<file path="src/design/dbgtr_pkg.sv">
// Summary of operation
// - Tag request travels with the fetched opcode; CPU runs background opcode instead.
// - Force request lets current instruction finish, then CPU enters background.
// - Tag qualify select routes each comparator through its own opcode tracker.
// - Four-bit trigger mode field picks one of nine trigger modes.
// - Trace start select: begin on trigger, or circular store until trigger.
// - Writing start bit arms run, clears both match flags and valid count.
// - Begin-trace run ends on FIFO full; end-trace run ends on trigger.
// - Writing start or module enable to zero stops the run at once.
// - Event-only modes store 8-bit data low, always begin-type traces.
// - Optional read/write qualification per comparator against chosen value.
// - Breakpoint enable turns trigger into CPU request; kind bit picks tag/force.
// - A-only triggers on A match; A-or-B on either match.
// - A-then-B triggers on B match any time after an A match.
// - Full mode: address on A, data on B low byte, same cycle.
// - Full-not mode: address on A, data differs from B low byte.
// - Tag breakpoints in full modes ignore data, use A address alone.
// - Event-only B stores bus data on each B match until full.
// - A-then-event-only-B stores data on B matches only after A matched.
// - Inside range A..B inclusive; outside range below A or above B.
// - Without background permit, breakpoints become software interrupts.
// - Background permit ignores writes while active; clock select always writable.
// - The four background status bits are read-only.
// - Trace FIFO holds eight entries of address or data.
// - Comparators are blinded during serial background controller accesses.
package dbgtr_pkg;
	localparam int          FIFO_DEPTH  = 8;
	localparam logic [3:0]  FIFO_FULL   = 4'h8;
	localparam int          QDEPTH      = 4;
	// Trigger mode codes
	localparam logic [3:0]  M_A_ONLY    = 4'h0;
	localparam logic [3:0]  M_A_OR_B    = 4'h1;
	localparam logic [3:0]  M_A_THEN_B  = 4'h2;
	localparam logic [3:0]  M_EV_B      = 4'h3;
	localparam logic [3:0]  M_A_THEN_EV = 4'h4;
	localparam logic [3:0]  M_FULL      = 4'h5;
	localparam logic [3:0]  M_FULL_NOT  = 4'h6;
	localparam logic [3:0]  M_INSIDE    = 4'h7;
	localparam logic [3:0]  M_OUTSIDE   = 4'h8;
	// Register selects
	localparam logic [2:0]  SEL_CTRL    = 3'h0;
	localparam logic [2:0]  SEL_TRIG    = 3'h1;
	localparam logic [2:0]  SEL_CMPA    = 3'h2;
	localparam logic [2:0]  SEL_CMPB    = 3'h3;
	localparam logic [2:0]  SEL_STAT    = 3'h4;
	localparam logic [2:0]  SEL_BSCR    = 3'h5;
	localparam logic [2:0]  SEL_BKPT    = 3'h6;
	// Control register fields
	localparam int          C_EN        = 7;
	localparam int          C_ARM       = 6;
	localparam int          C_TAG       = 5;
	localparam int          C_BREAKPOINT_ENABLE     = 4;
	localparam int          C_CMP_FIRST_RW_QUALIFY_EN     = 3;
	localparam int          C_RWA       = 2;
	localparam int          C_CMP_SECOND_RW_QUALIFY_EN     = 1;
	localparam int          C_RWB       = 0;
	// Trigger register fields
	localparam int          T_QSEL      = 7;
	localparam int          T_BEGIN     = 6;
	// Background status/control fields
	localparam int          B_PERMIT    = 7;
	localparam int          B_BKPTEN    = 5;
	localparam int          B_FTS       = 4;
	localparam int          B_LINK_CLOCK_SELECT     = 3;
endpackage

</file>
<file path="src/design/dbgtr_tracker.sv">
module dbgtr_tracker
	import dbgtr_pkg::*;
(
	// Clock and reset
	input  wire logic i_clk,
	input  wire logic i_arst_n,
	// Instruction queue events
	input  wire logic i_fetch,
	input  wire logic i_match,
	input  wire logic i_exec,
	input  wire logic i_flush,
	// Executed tagged opcode
	output logic      o_hit
);
	typedef struct packed {
		logic [QDEPTH-1:0] tags;
		logic [2:0]        cnt;
		logic              hit;
	} dbgtr_trk_t;

	dbgtr_trk_t q;
	dbgtr_trk_t n;

	// Mirrors queue occupancy; a flush drops fetched but unexecuted tags
	always_comb
	begin
		n = q;
		n.hit = 1'b0;
		if (i_flush)
		begin
			n.tags = '0;
			n.cnt = 3'h0;
		end
		else
		begin
			if (i_exec && q.cnt != 3'h0)
			begin
				n.hit = q.tags[0];
				n.tags = q.tags >> 1;
				n.cnt = q.cnt - 3'h1;
			end
			if (i_fetch && n.cnt < 3'(QDEPTH))
			begin
				n.tags[n.cnt[1:0]] = i_match;
				n.cnt = n.cnt + 3'h1;
			end
		end
	end

	always_ff @(posedge i_clk or negedge i_arst_n)
	begin
		if (!i_arst_n)
			q <= '0;
		else
			q <= n;
	end

	assign o_hit = q.hit;
endmodule

</file>
<file path="src/design/dbgtr_fifo_mem.sv">
module dbgtr_fifo_mem
	import dbgtr_pkg::*;
(
	// Clock and reset
	input  wire logic        i_clk,
	input  wire logic        i_arst_n,
	// Write port
	input  wire logic        i_we,
	input  wire logic [2:0]  i_waddr,
	input  wire logic [15:0] i_wdata,
	// Read port
	input  wire logic [2:0]  i_raddr,
	output logic [15:0]      o_rdata
);
	typedef struct packed {
		logic [FIFO_DEPTH-1:0][15:0] mem;
		logic [15:0]                 rd;
	} dbgtr_mem_t;

	dbgtr_mem_t q;
	dbgtr_mem_t n;

	always_comb
	begin
		n = q;
		if (i_we)
			n.mem[i_waddr] = i_wdata;
		n.rd = q.mem[i_raddr];
	end

	always_ff @(posedge i_clk or negedge i_arst_n)
	begin
		if (!i_arst_n)
			q <= '0;
		else
			q <= n;
	end

	assign o_rdata = q.rd;
endmodule

</file>
<file path="src/design/dbgtr_top.sv">
module dbgtr_top
	import dbgtr_pkg::*;
(
	// Clock and reset
	input  wire logic        i_clk,
	input  wire logic        i_arst_n,
	// CPU bus
	input  wire logic        i_bus_valid,
	input  wire logic [15:0] i_addr,
	input  wire logic [7:0]  i_bus_rdata,
	input  wire logic [7:0]  i_bus_wdata,
	input  wire logic        i_rw,
	input  wire logic        i_bdc_access,
	// Instruction queue
	input  wire logic        i_opfetch,
	input  wire logic        i_exec,
	input  wire logic        i_flush,
	input  wire logic        i_cof_valid,
	input  wire logic [15:0] i_cof_addr,
	// Background controller status
	input  wire logic        i_bdm_active,
	input  wire logic        i_ws,
	input  wire logic        i_wsf,
	input  wire logic        i_dvf,
	// Register access
	input  wire logic        i_reg_wr,
	input  wire logic [2:0]  i_reg_sel,
	input  wire logic [15:0] i_reg_wdata,
	output logic [15:0]      o_reg_rdata,
	// FIFO readout
	input  wire logic [2:0]  i_fifo_raddr,
	output logic [15:0]      o_fifo_rdata,
	// CPU break requests and link clock select
	output logic             o_tag_req,
	output logic             o_force_req,
	output logic             o_use_swi,
	output logic             o_link_clock_select
);
	typedef struct packed {
		logic        en;
		logic        tagk;
		logic        breakpoint_enable;
		logic        cmp_first_rw_qualify_en;
		logic        cmp_first_rw_value;
		logic        cmp_second_rw_qualify_en;
		logic        cmp_second_rw_value;
		logic        qsel;
		logic        beg;
		logic [3:0]  mode;
		logic [15:0] cmpa;
		logic [15:0] cmpb;
		logic        armed;
		logic        af;
		logic        bf;
		logic        started;
		logic [3:0]  cnt;
		logic [2:0]  ptr;
		logic        force_q;
		logic        permit;
		logic        bkpten;
		logic        fts;
		logic        link_clock_select;
		logic [15:0] bkpt;
		logic [15:0] rdata;
	} dbgtr_state_t;

	dbgtr_state_t q;
	dbgtr_state_t n;

	function automatic logic rw_ok(input logic en, input logic val, input logic rw);
		rw_ok = !en || (rw == val);
	endfunction

	function automatic logic trig_of(input logic [3:0] mode, input logic ma, input logic mb,
		input logic dok, input logic af);
		unique case (mode)
			M_A_ONLY:    trig_of = ma;
			M_A_OR_B:    trig_of = ma | mb;
			M_A_THEN_B:  trig_of = mb & af;
			M_EV_B:      trig_of = mb;
			M_A_THEN_EV: trig_of = mb & af;
			M_FULL:      trig_of = ma & dok;
			M_FULL_NOT:  trig_of = ma & dok;
			M_INSIDE:    trig_of = ma;
			M_OUTSIDE:   trig_of = ma;
			default:     trig_of = 1'b0;
		endcase
	endfunction

	logic        live;
	logic        rng_in;
	logic        ma;
	logic        mb;
	logic        ta;
	logic        tb;
	logic        fa;
	logic        fb;
	logic [7:0]  dsel;
	logic        dok;
	logic        trig;
	logic        evonly;
	logic        endtype;
	logic        wr_en;
	logic [15:0] fifo_wdata;

	// Tag-qualified matches, one tracker per comparator
	dbgtr_tracker u_trk_a (
		.i_clk    (i_clk),
		.i_arst_n (i_arst_n),
		.i_fetch  (i_opfetch),
		.i_match  (ma),
		.i_exec   (i_exec),
		.i_flush  (i_flush),
		.o_hit    (ta)
	);

	dbgtr_tracker u_trk_b (
		.i_clk    (i_clk),
		.i_arst_n (i_arst_n),
		.i_fetch  (i_opfetch),
		.i_match  (mb),
		.i_exec   (i_exec),
		.i_flush  (i_flush),
		.o_hit    (tb)
	);

	dbgtr_fifo_mem u_fifo (
		.i_clk    (i_clk),
		.i_arst_n (i_arst_n),
		.i_we     (wr_en),
		.i_waddr  (q.ptr),
		.i_wdata  (fifo_wdata),
		.i_raddr  (i_fifo_raddr),
		.o_rdata  (o_fifo_rdata)
	);

	always_comb
	begin
		live = i_bus_valid && !i_bdc_access;
		rng_in = (i_addr >= q.cmpa) && (i_addr <= q.cmpb);
		dsel = (q.cmp_first_rw_qualify_en && !q.cmp_first_rw_value) ? i_bus_wdata : i_bus_rdata;
		dok = (dsel == q.cmpb[7:0]) ^ (q.mode == M_FULL_NOT);
		if (q.mode == M_INSIDE)
			ma = live && rng_in;
		else if (q.mode == M_OUTSIDE)
			ma = live && !rng_in;
		else
			ma = live && (i_addr == q.cmpa);
		ma = ma && rw_ok(q.cmp_first_rw_qualify_en, q.cmp_first_rw_value, i_rw);
		mb = live && (i_addr == q.cmpb) && rw_ok(q.cmp_second_rw_qualify_en, q.cmp_second_rw_value, i_rw);
		// Data is never tracked, so tag-qualified full modes check address only
		fa = q.qsel ? ta : ma;
		fb = q.qsel ? tb : mb;
		trig = q.armed && trig_of(q.mode, fa, fb, q.qsel | dok, q.af);
		evonly = (q.mode == M_EV_B) || (q.mode == M_A_THEN_EV);
		endtype = !evonly && !q.beg;
		if (evonly)
			wr_en = trig;
		else
			wr_en = q.armed && i_cof_valid && (endtype || q.started);
		fifo_wdata = evonly ? {8'h00, dsel} : i_cof_addr;
	end

	// Tag rides with the opcode fetch; data match ignored for tags
	assign o_tag_req = q.en && q.breakpoint_enable && q.tagk && q.armed && i_opfetch
		&& trig_of(q.mode, ma, mb, 1'b1, q.af);
	assign o_force_req = q.force_q;
	assign o_use_swi = !q.permit;
	assign o_link_clock_select = q.link_clock_select;
	assign o_reg_rdata = q.rdata;

	always_comb
	begin
		n = q;
		n.force_q = q.en && q.breakpoint_enable && !q.tagk && trig;
		if (q.armed && fa)
			n.af = 1'b1;
		if (q.armed && fb)
			n.bf = 1'b1;
		if (trig && !endtype)
			n.started = 1'b1;
		if (wr_en)
		begin
			n.ptr = q.ptr + 3'h1;
			// End-trace wraps the pointer and keeps count pinned at full
			n.cnt = (q.cnt == FIFO_FULL) ? FIFO_FULL : q.cnt + 4'h1;
		end
		if (!endtype && n.cnt == FIFO_FULL)
			n.armed = 1'b0;
		if (endtype && trig)
			n.armed = 1'b0;
		if (i_reg_wr)
		begin
			unique case (i_reg_sel)
				SEL_CTRL:
				begin
					n.en = i_reg_wdata[C_EN];
					n.tagk = i_reg_wdata[C_TAG];
					n.breakpoint_enable = i_reg_wdata[C_BREAKPOINT_ENABLE];
					n.cmp_first_rw_qualify_en = i_reg_wdata[C_CMP_FIRST_RW_QUALIFY_EN];
					n.cmp_first_rw_value = i_reg_wdata[C_RWA];
					n.cmp_second_rw_qualify_en = i_reg_wdata[C_CMP_SECOND_RW_QUALIFY_EN];
					n.cmp_second_rw_value = i_reg_wdata[C_RWB];
					n.armed = i_reg_wdata[C_ARM] && i_reg_wdata[C_EN];
					if (n.armed)
					begin
						n.af = 1'b0;
						n.bf = 1'b0;
						n.cnt = 4'h0;
						n.ptr = 3'h0;
						n.started = 1'b0;
					end
				end
				SEL_TRIG:
				begin
					n.qsel = i_reg_wdata[T_QSEL];
					n.beg = i_reg_wdata[T_BEGIN];
					n.mode = i_reg_wdata[3:0];
				end
				SEL_CMPA: n.cmpa = i_reg_wdata;
				SEL_CMPB: n.cmpb = i_reg_wdata;
				SEL_BSCR:
				begin
					// Permit locked in background so it cannot forbid the mode it is in
					if (!i_bdm_active)
						n.permit = i_reg_wdata[B_PERMIT];
					n.bkpten = i_reg_wdata[B_BKPTEN];
					n.fts = i_reg_wdata[B_FTS];
					n.link_clock_select = i_reg_wdata[B_LINK_CLOCK_SELECT];
				end
				SEL_BKPT: n.bkpt = i_reg_wdata;
				default: n.bkpt = n.bkpt;
			endcase
		end
		if (!n.en)
			n.armed = 1'b0;
		unique case (i_reg_sel)
			SEL_CTRL:
				n.rdata = {8'h00, q.en, q.armed, q.tagk, q.breakpoint_enable, q.cmp_first_rw_qualify_en, q.cmp_first_rw_value, q.cmp_second_rw_qualify_en, q.cmp_second_rw_value};
			SEL_TRIG: n.rdata = {8'h00, q.qsel, q.beg, 2'b00, q.mode};
			SEL_CMPA: n.rdata = q.cmpa;
			SEL_CMPB: n.rdata = q.cmpb;
			SEL_STAT: n.rdata = {8'h00, q.af, q.bf, q.armed, 1'b0, q.cnt};
			SEL_BSCR:
				n.rdata = {8'h00, q.permit, i_bdm_active, q.bkpten, q.fts, q.link_clock_select, i_ws, i_wsf, i_dvf};
			SEL_BKPT: n.rdata = q.bkpt;
			default:  n.rdata = 16'h0000;
		endcase
	end

	// Reset: disarmed, breakpoint enable clear
	always_ff @(posedge i_clk or negedge i_arst_n)
	begin
		if (!i_arst_n)
			q <= '0;
		else
			q <= n;
	end
endmodule

</file>
<file path="config.mk">
export PLATFORM = sky130hd
export DESIGN_NAME = dbgtr_top
export DESIGN_NICKNAME = d
export VERILOG_FILES = /design/src/design/dbgtr_pkg.sv /design/src/design/dbgtr_tracker.sv /design/src/design/dbgtr_fifo_mem.sv /design/src/design/dbgtr_top.sv
export SDC_FILE = /design/constraint.sdc
export NUM_CORES = 1
export LEC_CHECK = 0
export BUFFER_PORTS_ARGS = -buffer_cell sky130_fd_sc_hd__buf_2
export CORE_MARGIN = 1.5
export CORE_UTILIZATION = 60
export DETAILED_ROUTE_END_ITERATION = 7
export PLACE_DENSITY_LB_ADDON = 0.15
export SYNTH_ARGS = -nofsm -noshare
export SYNTH_HDL_FRONTEND = slang
export SYNTH_SLANG_ARGS = --single-unit
export TNS_END_PERCENT = 10
</file>
<file path="constraint.sdc">
create_clock -name i_clk -period 3.55 [get_ports i_clk]
set_clock_uncertainty 0.1 [all_clocks]
set_input_delay 0.1775 -clock i_clk [delete_from_list [all_inputs] [get_ports i_clk]]
set_output_delay 0.1775 -clock i_clk [all_outputs]
set_load 0.005 [all_outputs]
</file>
* Word level (Yosys, flattened, before mapping)
Index checks and enable logic that the tools add are counted.
Storage, ports and cells: output and inout bits 36, register bits 253, input bits 84, logic and storage cells 194
Operators by class: $lt $le $gt $ge 11, $add $sub $neg 6, muxes and demuxes 46, eq/ne operators 21, reduce and logical (&&, ||, !) cells 62, bitwise gates (word level) 8
Operator list (count):
- 128-bit bitwise mux | 1
- 16-bit case mux with 7 select lines | 1
- 16-bit 2-to-1 mux | 5
- 56-bit 2-to-1 mux | 1
- 16-bit binary-select mux with 3-bit select | 1
- 16-bit demux with 3-bit select | 1
- 7-bit 2-to-1 mux | 6
- 8-bit 2-to-1 mux | 5
- 1-bit logical AND | 33
- 16-bit equality test | 2
- 4-bit by 3-bit equality test with 1-bit output, second input constant | 4
- 16-bit >= comparator | 1
- 16-bit less-or-equal comparator | 1
- 1-bit 2-to-1 mux | 15
- 4-bit equality test, second input constant | 3
- 2-bit AND reduction | 6
- 11-bit 2-to-1 mux | 1
- 1-bit logical NOT | 10
- 10-bit 2-to-1 mux | 1
- 3-bit by 1-bit adder with 3-bit output, second input constant | 3
- 3-bit equality test, second input constant | 3
- 4-bit bitwise mux | 2
- 4-bit by 2-bit equality test with 1-bit output, second input constant | 2
- 8-bit equality test | 1
- 28 further kinds | 45

* Longest topological paths before layout
word-level depth 20, mapped depth 12

* Modules after synthesis
A second synthesis with hierarchy kept.
Unflattened totals: cells, all modules 1069, area total of the unflattened synthesis 13249.0 µm²
By module, submodules not included:
- dbgtr_fifo_mem | cells each 368, area each 6453.7 µm², sequential area each 3603.5 µm², instances 1
- dbgtr_top | cells each 592, area each 5711.7 µm², sequential area each 2327.2 µm², instances 1
- dbgtr_tracker (u_trk_b) | cells each 60, area each 566.8 µm², sequential area each 200.2 µm², instances 1
- dbgtr_tracker (u_trk_a) | cells each 49, area each 516.7 µm², sequential area each 200.2 µm², instances 1

* Worst setup path before layout
OpenSTA, ideal clock, no wires.
kind reg-to-reg, from register q[63] (netlist name), to register q[47] (netlist name), cell stages (with the launch flop) 12, buffers on the path 1, period minus slack after synthesis 2.802 ns, data arrival time 2.582 ns, data required time 3.330 ns, slack 0.748 ns, path through dfrtp_1 > inv_1 > ha_1 > nand4_2 > nor4_4 > a41o_2 > a31oi_2 > buf_6 > nor2b_1 > mux2i_1 > or4b_1 > o211a_1
RTL lines:
- start, declared | RTL line dbgtr_top.sv:67 | dbgtr_state_t q;
- start signal, assigned | RTL line dbgtr_top.sv:257 | q <= n;

* Worst setup path after layout
from register q[54] (netlist name), to output o_tag_req
Between the ends: cells in the longest elaborated chain, start to end 10, elaborated cells between the ends (all ways) 15
RTL lines:
- 16-bit less-or-equal comparator | RTL line dbgtr_top.sv:140 | rng_in = (i_addr >= q.cmpa) && (i_addr <= q.cmpb);
- 1-bit logical AND | RTL line dbgtr_top.sv:140
- 1-bit logical NOT | RTL line dbgtr_top.sv:146 | ma = live && !rng_in;
- 1-bit logical AND | RTL line dbgtr_top.sv:146
- 1-bit 2-to-1 mux | RTL line dbgtr_top.sv:145 | else if (q.mode == M_OUTSIDE)
- 1-bit 2-to-1 mux | RTL line dbgtr_top.sv:143 | if (q.mode == M_INSIDE)
- 1-bit logical AND | RTL line dbgtr_top.sv:149 | ma = ma && rw_ok(q.cmp_first_rw_qualify_en, q.cmp_first_rw_value, i_rw);
- 1-bit OR | RTL line dbgtr_top.sv:78 | M_A_OR_B: trig_of = ma | mb;
- 1-bit case mux with 4 select lines * | RTL line dbgtr_top.sv:76 | unique case (mode)
- 1-bit logical AND * | RTL line dbgtr_top.sv:166 | && trig_of(q.mode, ma, mb, 1'b1, q.af);
- end, declared | RTL line dbgtr_top.sv:34 | output logic o_tag_req,
Mark *: on every way between the ends. The rest lies on a longest branch, timed or not.

==> flow_summary.yaml <==
status:
  status: "finished, final reports clean"
route:
  vias_per_cell: 5.794
  firstDrtPassIters: 5
  dr_total_vias: 9259
  detail_route.wl_per_cell_microns: 18.95
  wirelength_microns: 30290
  ant_nets: 0
  drt_iter0_markers: 552
  drcViolationCount: 0
finish:
  finalNonFillerCells: 1598
  final_common_cell: "dfrtp_1"
  drive_gt1_share_pct: 23.77
  fillCellCount: 1495
  nets: 1435
  syn2layout_area_growth_pct: 15.97
  mostFrequentLayoutCells: "250 x dfrtp_1, 196 x nand2_1, 168 x o21ai_0"
critical_path:
  critPathArrivalTime_ns: 3.12
  critical_path.cell_chain: "inv_1 > ha_1 > nand4_1 > nor4_4 > nor3_1 > o31ai_2 > nand3_1 > o2bb2ai_2 > buf_4 > a22oi_1 > nor4b_1 > buf_2"
  timing.rr.start: "q[54]"
  cp.required_ns: 3.27
  critPathSlowestCell: "dfrtp_1"
  max_stage_delay_ns: 0.41
  cp-endpoint: "o_tag_req"
  cp-start-kind: "flop"
  r2r_slack_ns: 0.23
  endpoint_kind: "output port"
  rr_endpoint: "q[47]"
  critPathKind: "reg2out"
  startpoint: "q[54]"
  rr_worst_depth: 13
  crit_fanout: 6
cts:
  cts_tree: "done"
  insertion_delay_ns: 0.55
  numCtsBuffers: 27
  clock_path_buffers: 3
  cts-htree-levels: 1
  clkTransAtPathRegs_ns: 0.07
  cts_num_sinks: 253
  root_buffer: "clkbuf_16"
timing:
  hold_slack_ns: 0.01983
  fmax_ghz: 0.2945
  worst_slew_pin_slew_ns: 0.9993
  relSlewSlack_pct: 33.24
  timing.final.crit_share_pct: 95.64
  tns_ns: 0
  hold_viol: 0
  period_minus_slack_ns: 3.395
  rsz0062_at_grt: "no"
  finalSetupViolCount: 0
  finalMaxSlewViolations: 0
synth:
  syn_area_per_cell_sq_um: 10.57
  synth_top_area_share_pct: 50.18
  ys_seq_elements: 253
  synth_area_sq_um: 12620
  synth_area_leaders: "dfrtp_1 50%, o21ai_0 6.7%, mux4_2 6.6%"
  yosys_most_used_dff: "dfrtp_1"
  synthArstFlopShare_pct: 100.0
  synth_fp_nets: 1324
  synth_top_cell_by_area: "dfrtp_1"
  yosys_warnings: 0
  synth-edff-count: 0
  netlist_instances: 1193
  yosysUniqueCellTypes: 64
  ys_seq_area_share_pct: 50.18
power:
  p_leak_nw: 6.914
  pwr_density_cell_nw_per_um2: 542.5
  irDropWorstVdd_uv: 417.9
  totalPowerFinal_w: 0.007938
place:
  port_buffers: 119
  numPlacedInstances: 1508
  hpwlAfterDp_microns: 20130
  globalplace.congestion: 0.8847
global_routing:
  grtUsageMet2_pct: 47.50
  grt-ovfl-total: 0
  antenna_found_initial: 3
  top_usage_layer: "met2"
  grtUsageMet1_pct: 38.28
  grt_use_total_pct: 28.34
  grt_pass1_wl_microns: 48720
  first_global_vias: 9230
  met3_usage_pct: 3.889
  grt_max_degree: 91
die:
  die_w_microns: 148.0
  die_y_microns: 148.0
  die-area_sq_um: 21910
  start_util_pct: 61.75
  coreArea_sq_um: 20430
  rows: 52
  ios: 120
hold_path:
  hp-class: "in2reg"
  min_from: "i_bdc_access"
job:
  maxCapViolCount: 0
state kept, by name (all words and copies together), names as in the netlist:
| name | flops |
|---|---|
| o_reg_rdata | 16 |
| u_fifo.q | 128 |
| u_trk_b.o_hit | 1 |
| u_fifo.o_rdata | 16 |
| o_force_req | 1 |
| u_trk_a.q | 7 |
| u_trk_a.o_hit | 1 |
| u_trk_b.q | 7 |
| q | 75 |
| o_link_clock_select | 1 |
cells by family (layout without fill, tap and decap cells):
| group | Yosys count | after routing | synth area share (%) |
|---|---|---|---|
| simple gates | 330 | 330 | 12.07 |
| compound gates | 273 | 273 | 12.09 |
| flops | 253 | 253 | 50.18 |
| buf+inv | 147 | 279 | 5.425 |
| mux | 132 | 132 | 14.81 |
| fa+ha+maj | 47 | 47 | 4.661 |
| xor+xnor | 11 | 11 | 0.7637 |
| other cells | 0 | 3 | 0 |
worst max-delay path, delay by kind of cell (launching register included):
kind | cells | cell delay (ns)
and+or+nand+nor | 5 | 1.10
buffers and inverters | 3 | 0.43
DFF | 1 | 0.41
adders and majority gates | 1 | 0.32
AOI/OAI and AO/OA | 3 | 0.32
final cells by class:
class,instances,area [sq um],area share (%)
clock inverters,13,207.7,1.420
inverters,51,191.4,1.308
flip-flops and latches,253,6335,43.30
well taps,270,337.8,2.309
clock buffers,37,773.2,5.285
multi-input cells,793,5627,38.46
repair buffers,178,1151,7.868
diodes,3,7.507,0.05131
Yosys cell counts, drive strengths merged (2+ instances only):
master,n
a31oi,8
xnor2,9
inv,51
buf,44
nand2b,5
mux2,67
nor3,6
a211oi,2
ha,47
or3,2
o22ai,4
nand3,12
nor2,45
and3,4
clkbuf,52
nand2,196
and2,12
a21oi,41
a2bb2oi,2
nand3b,6
o2bb2ai,3
o211ai,4
a21boi,3
a31o,2
a311oi,3
o31ai,4
dfrtp,253
mux4,37
a221oi,2
nor3b,6
nand4,13
nor4,4
nor2b,11
mux2i,28
a21o,2
nand4b,2
xor2,2
o21ai,178
a22oi,6
routing by layer:
layer  up-vias  routed length, microns  part of all wire, %
li1       4377                       -                    -
met3        60                    1533                  5.1
met5         -                       0                    0
met1      4538                   13160                   43
met2       284                   14730                   49
met4         0                     863                  2.8
through the flow:
step / area (sq um) / setup slack (ns) / util [%]
after floorplan: 12620 / 0.7479 / -
final: 14630 / 0.1549 / 71.61
after detailed placement: 13270 / 0.3646 / 64.93
after global routing: 14630 / 0.002542 / 71.61
after CTS: 14570 / 0.06763 / 71.32
after global placement: 13270 / 0.3912 / 64.93
worst min-delay path by stage:
stage | endpoint | depth (start not counted)
finish | u_trk_b.q[4] | 4
global route | u_trk_b.q[4] | 4
CTS | u_trk_b.q[4] | 4
detailed placement | u_fifo.o_rdata[2] | 1
global placement | u_fifo.q[18] | 1
floorplan | o_force_req | 0
timing repair:
item | 4_1_cts | 5_1_grt
endpoints found under the hold margin | 226 | 0
setup endpoints to repair | 1 | 1
gates resized for setup | 1 | 5
hold buffers | 31 | 0
setup buffers | 1 | 5
pin swaps | 1 | 6
where the power goes:
| group | internal, W | total, W | switching (W) |
|---|---|---|---|
| combinational | 0.000648 | 0.00153 | 0.000877 |
| clock | 0.00189 | 0.00307 | 0.00117 |
| sequential | 0.00314 | 0.00335 | 0.000205 |
| total | 0.00568 | 0.00794 | 0.00226 |
Power figures use the tool's default switching activity.
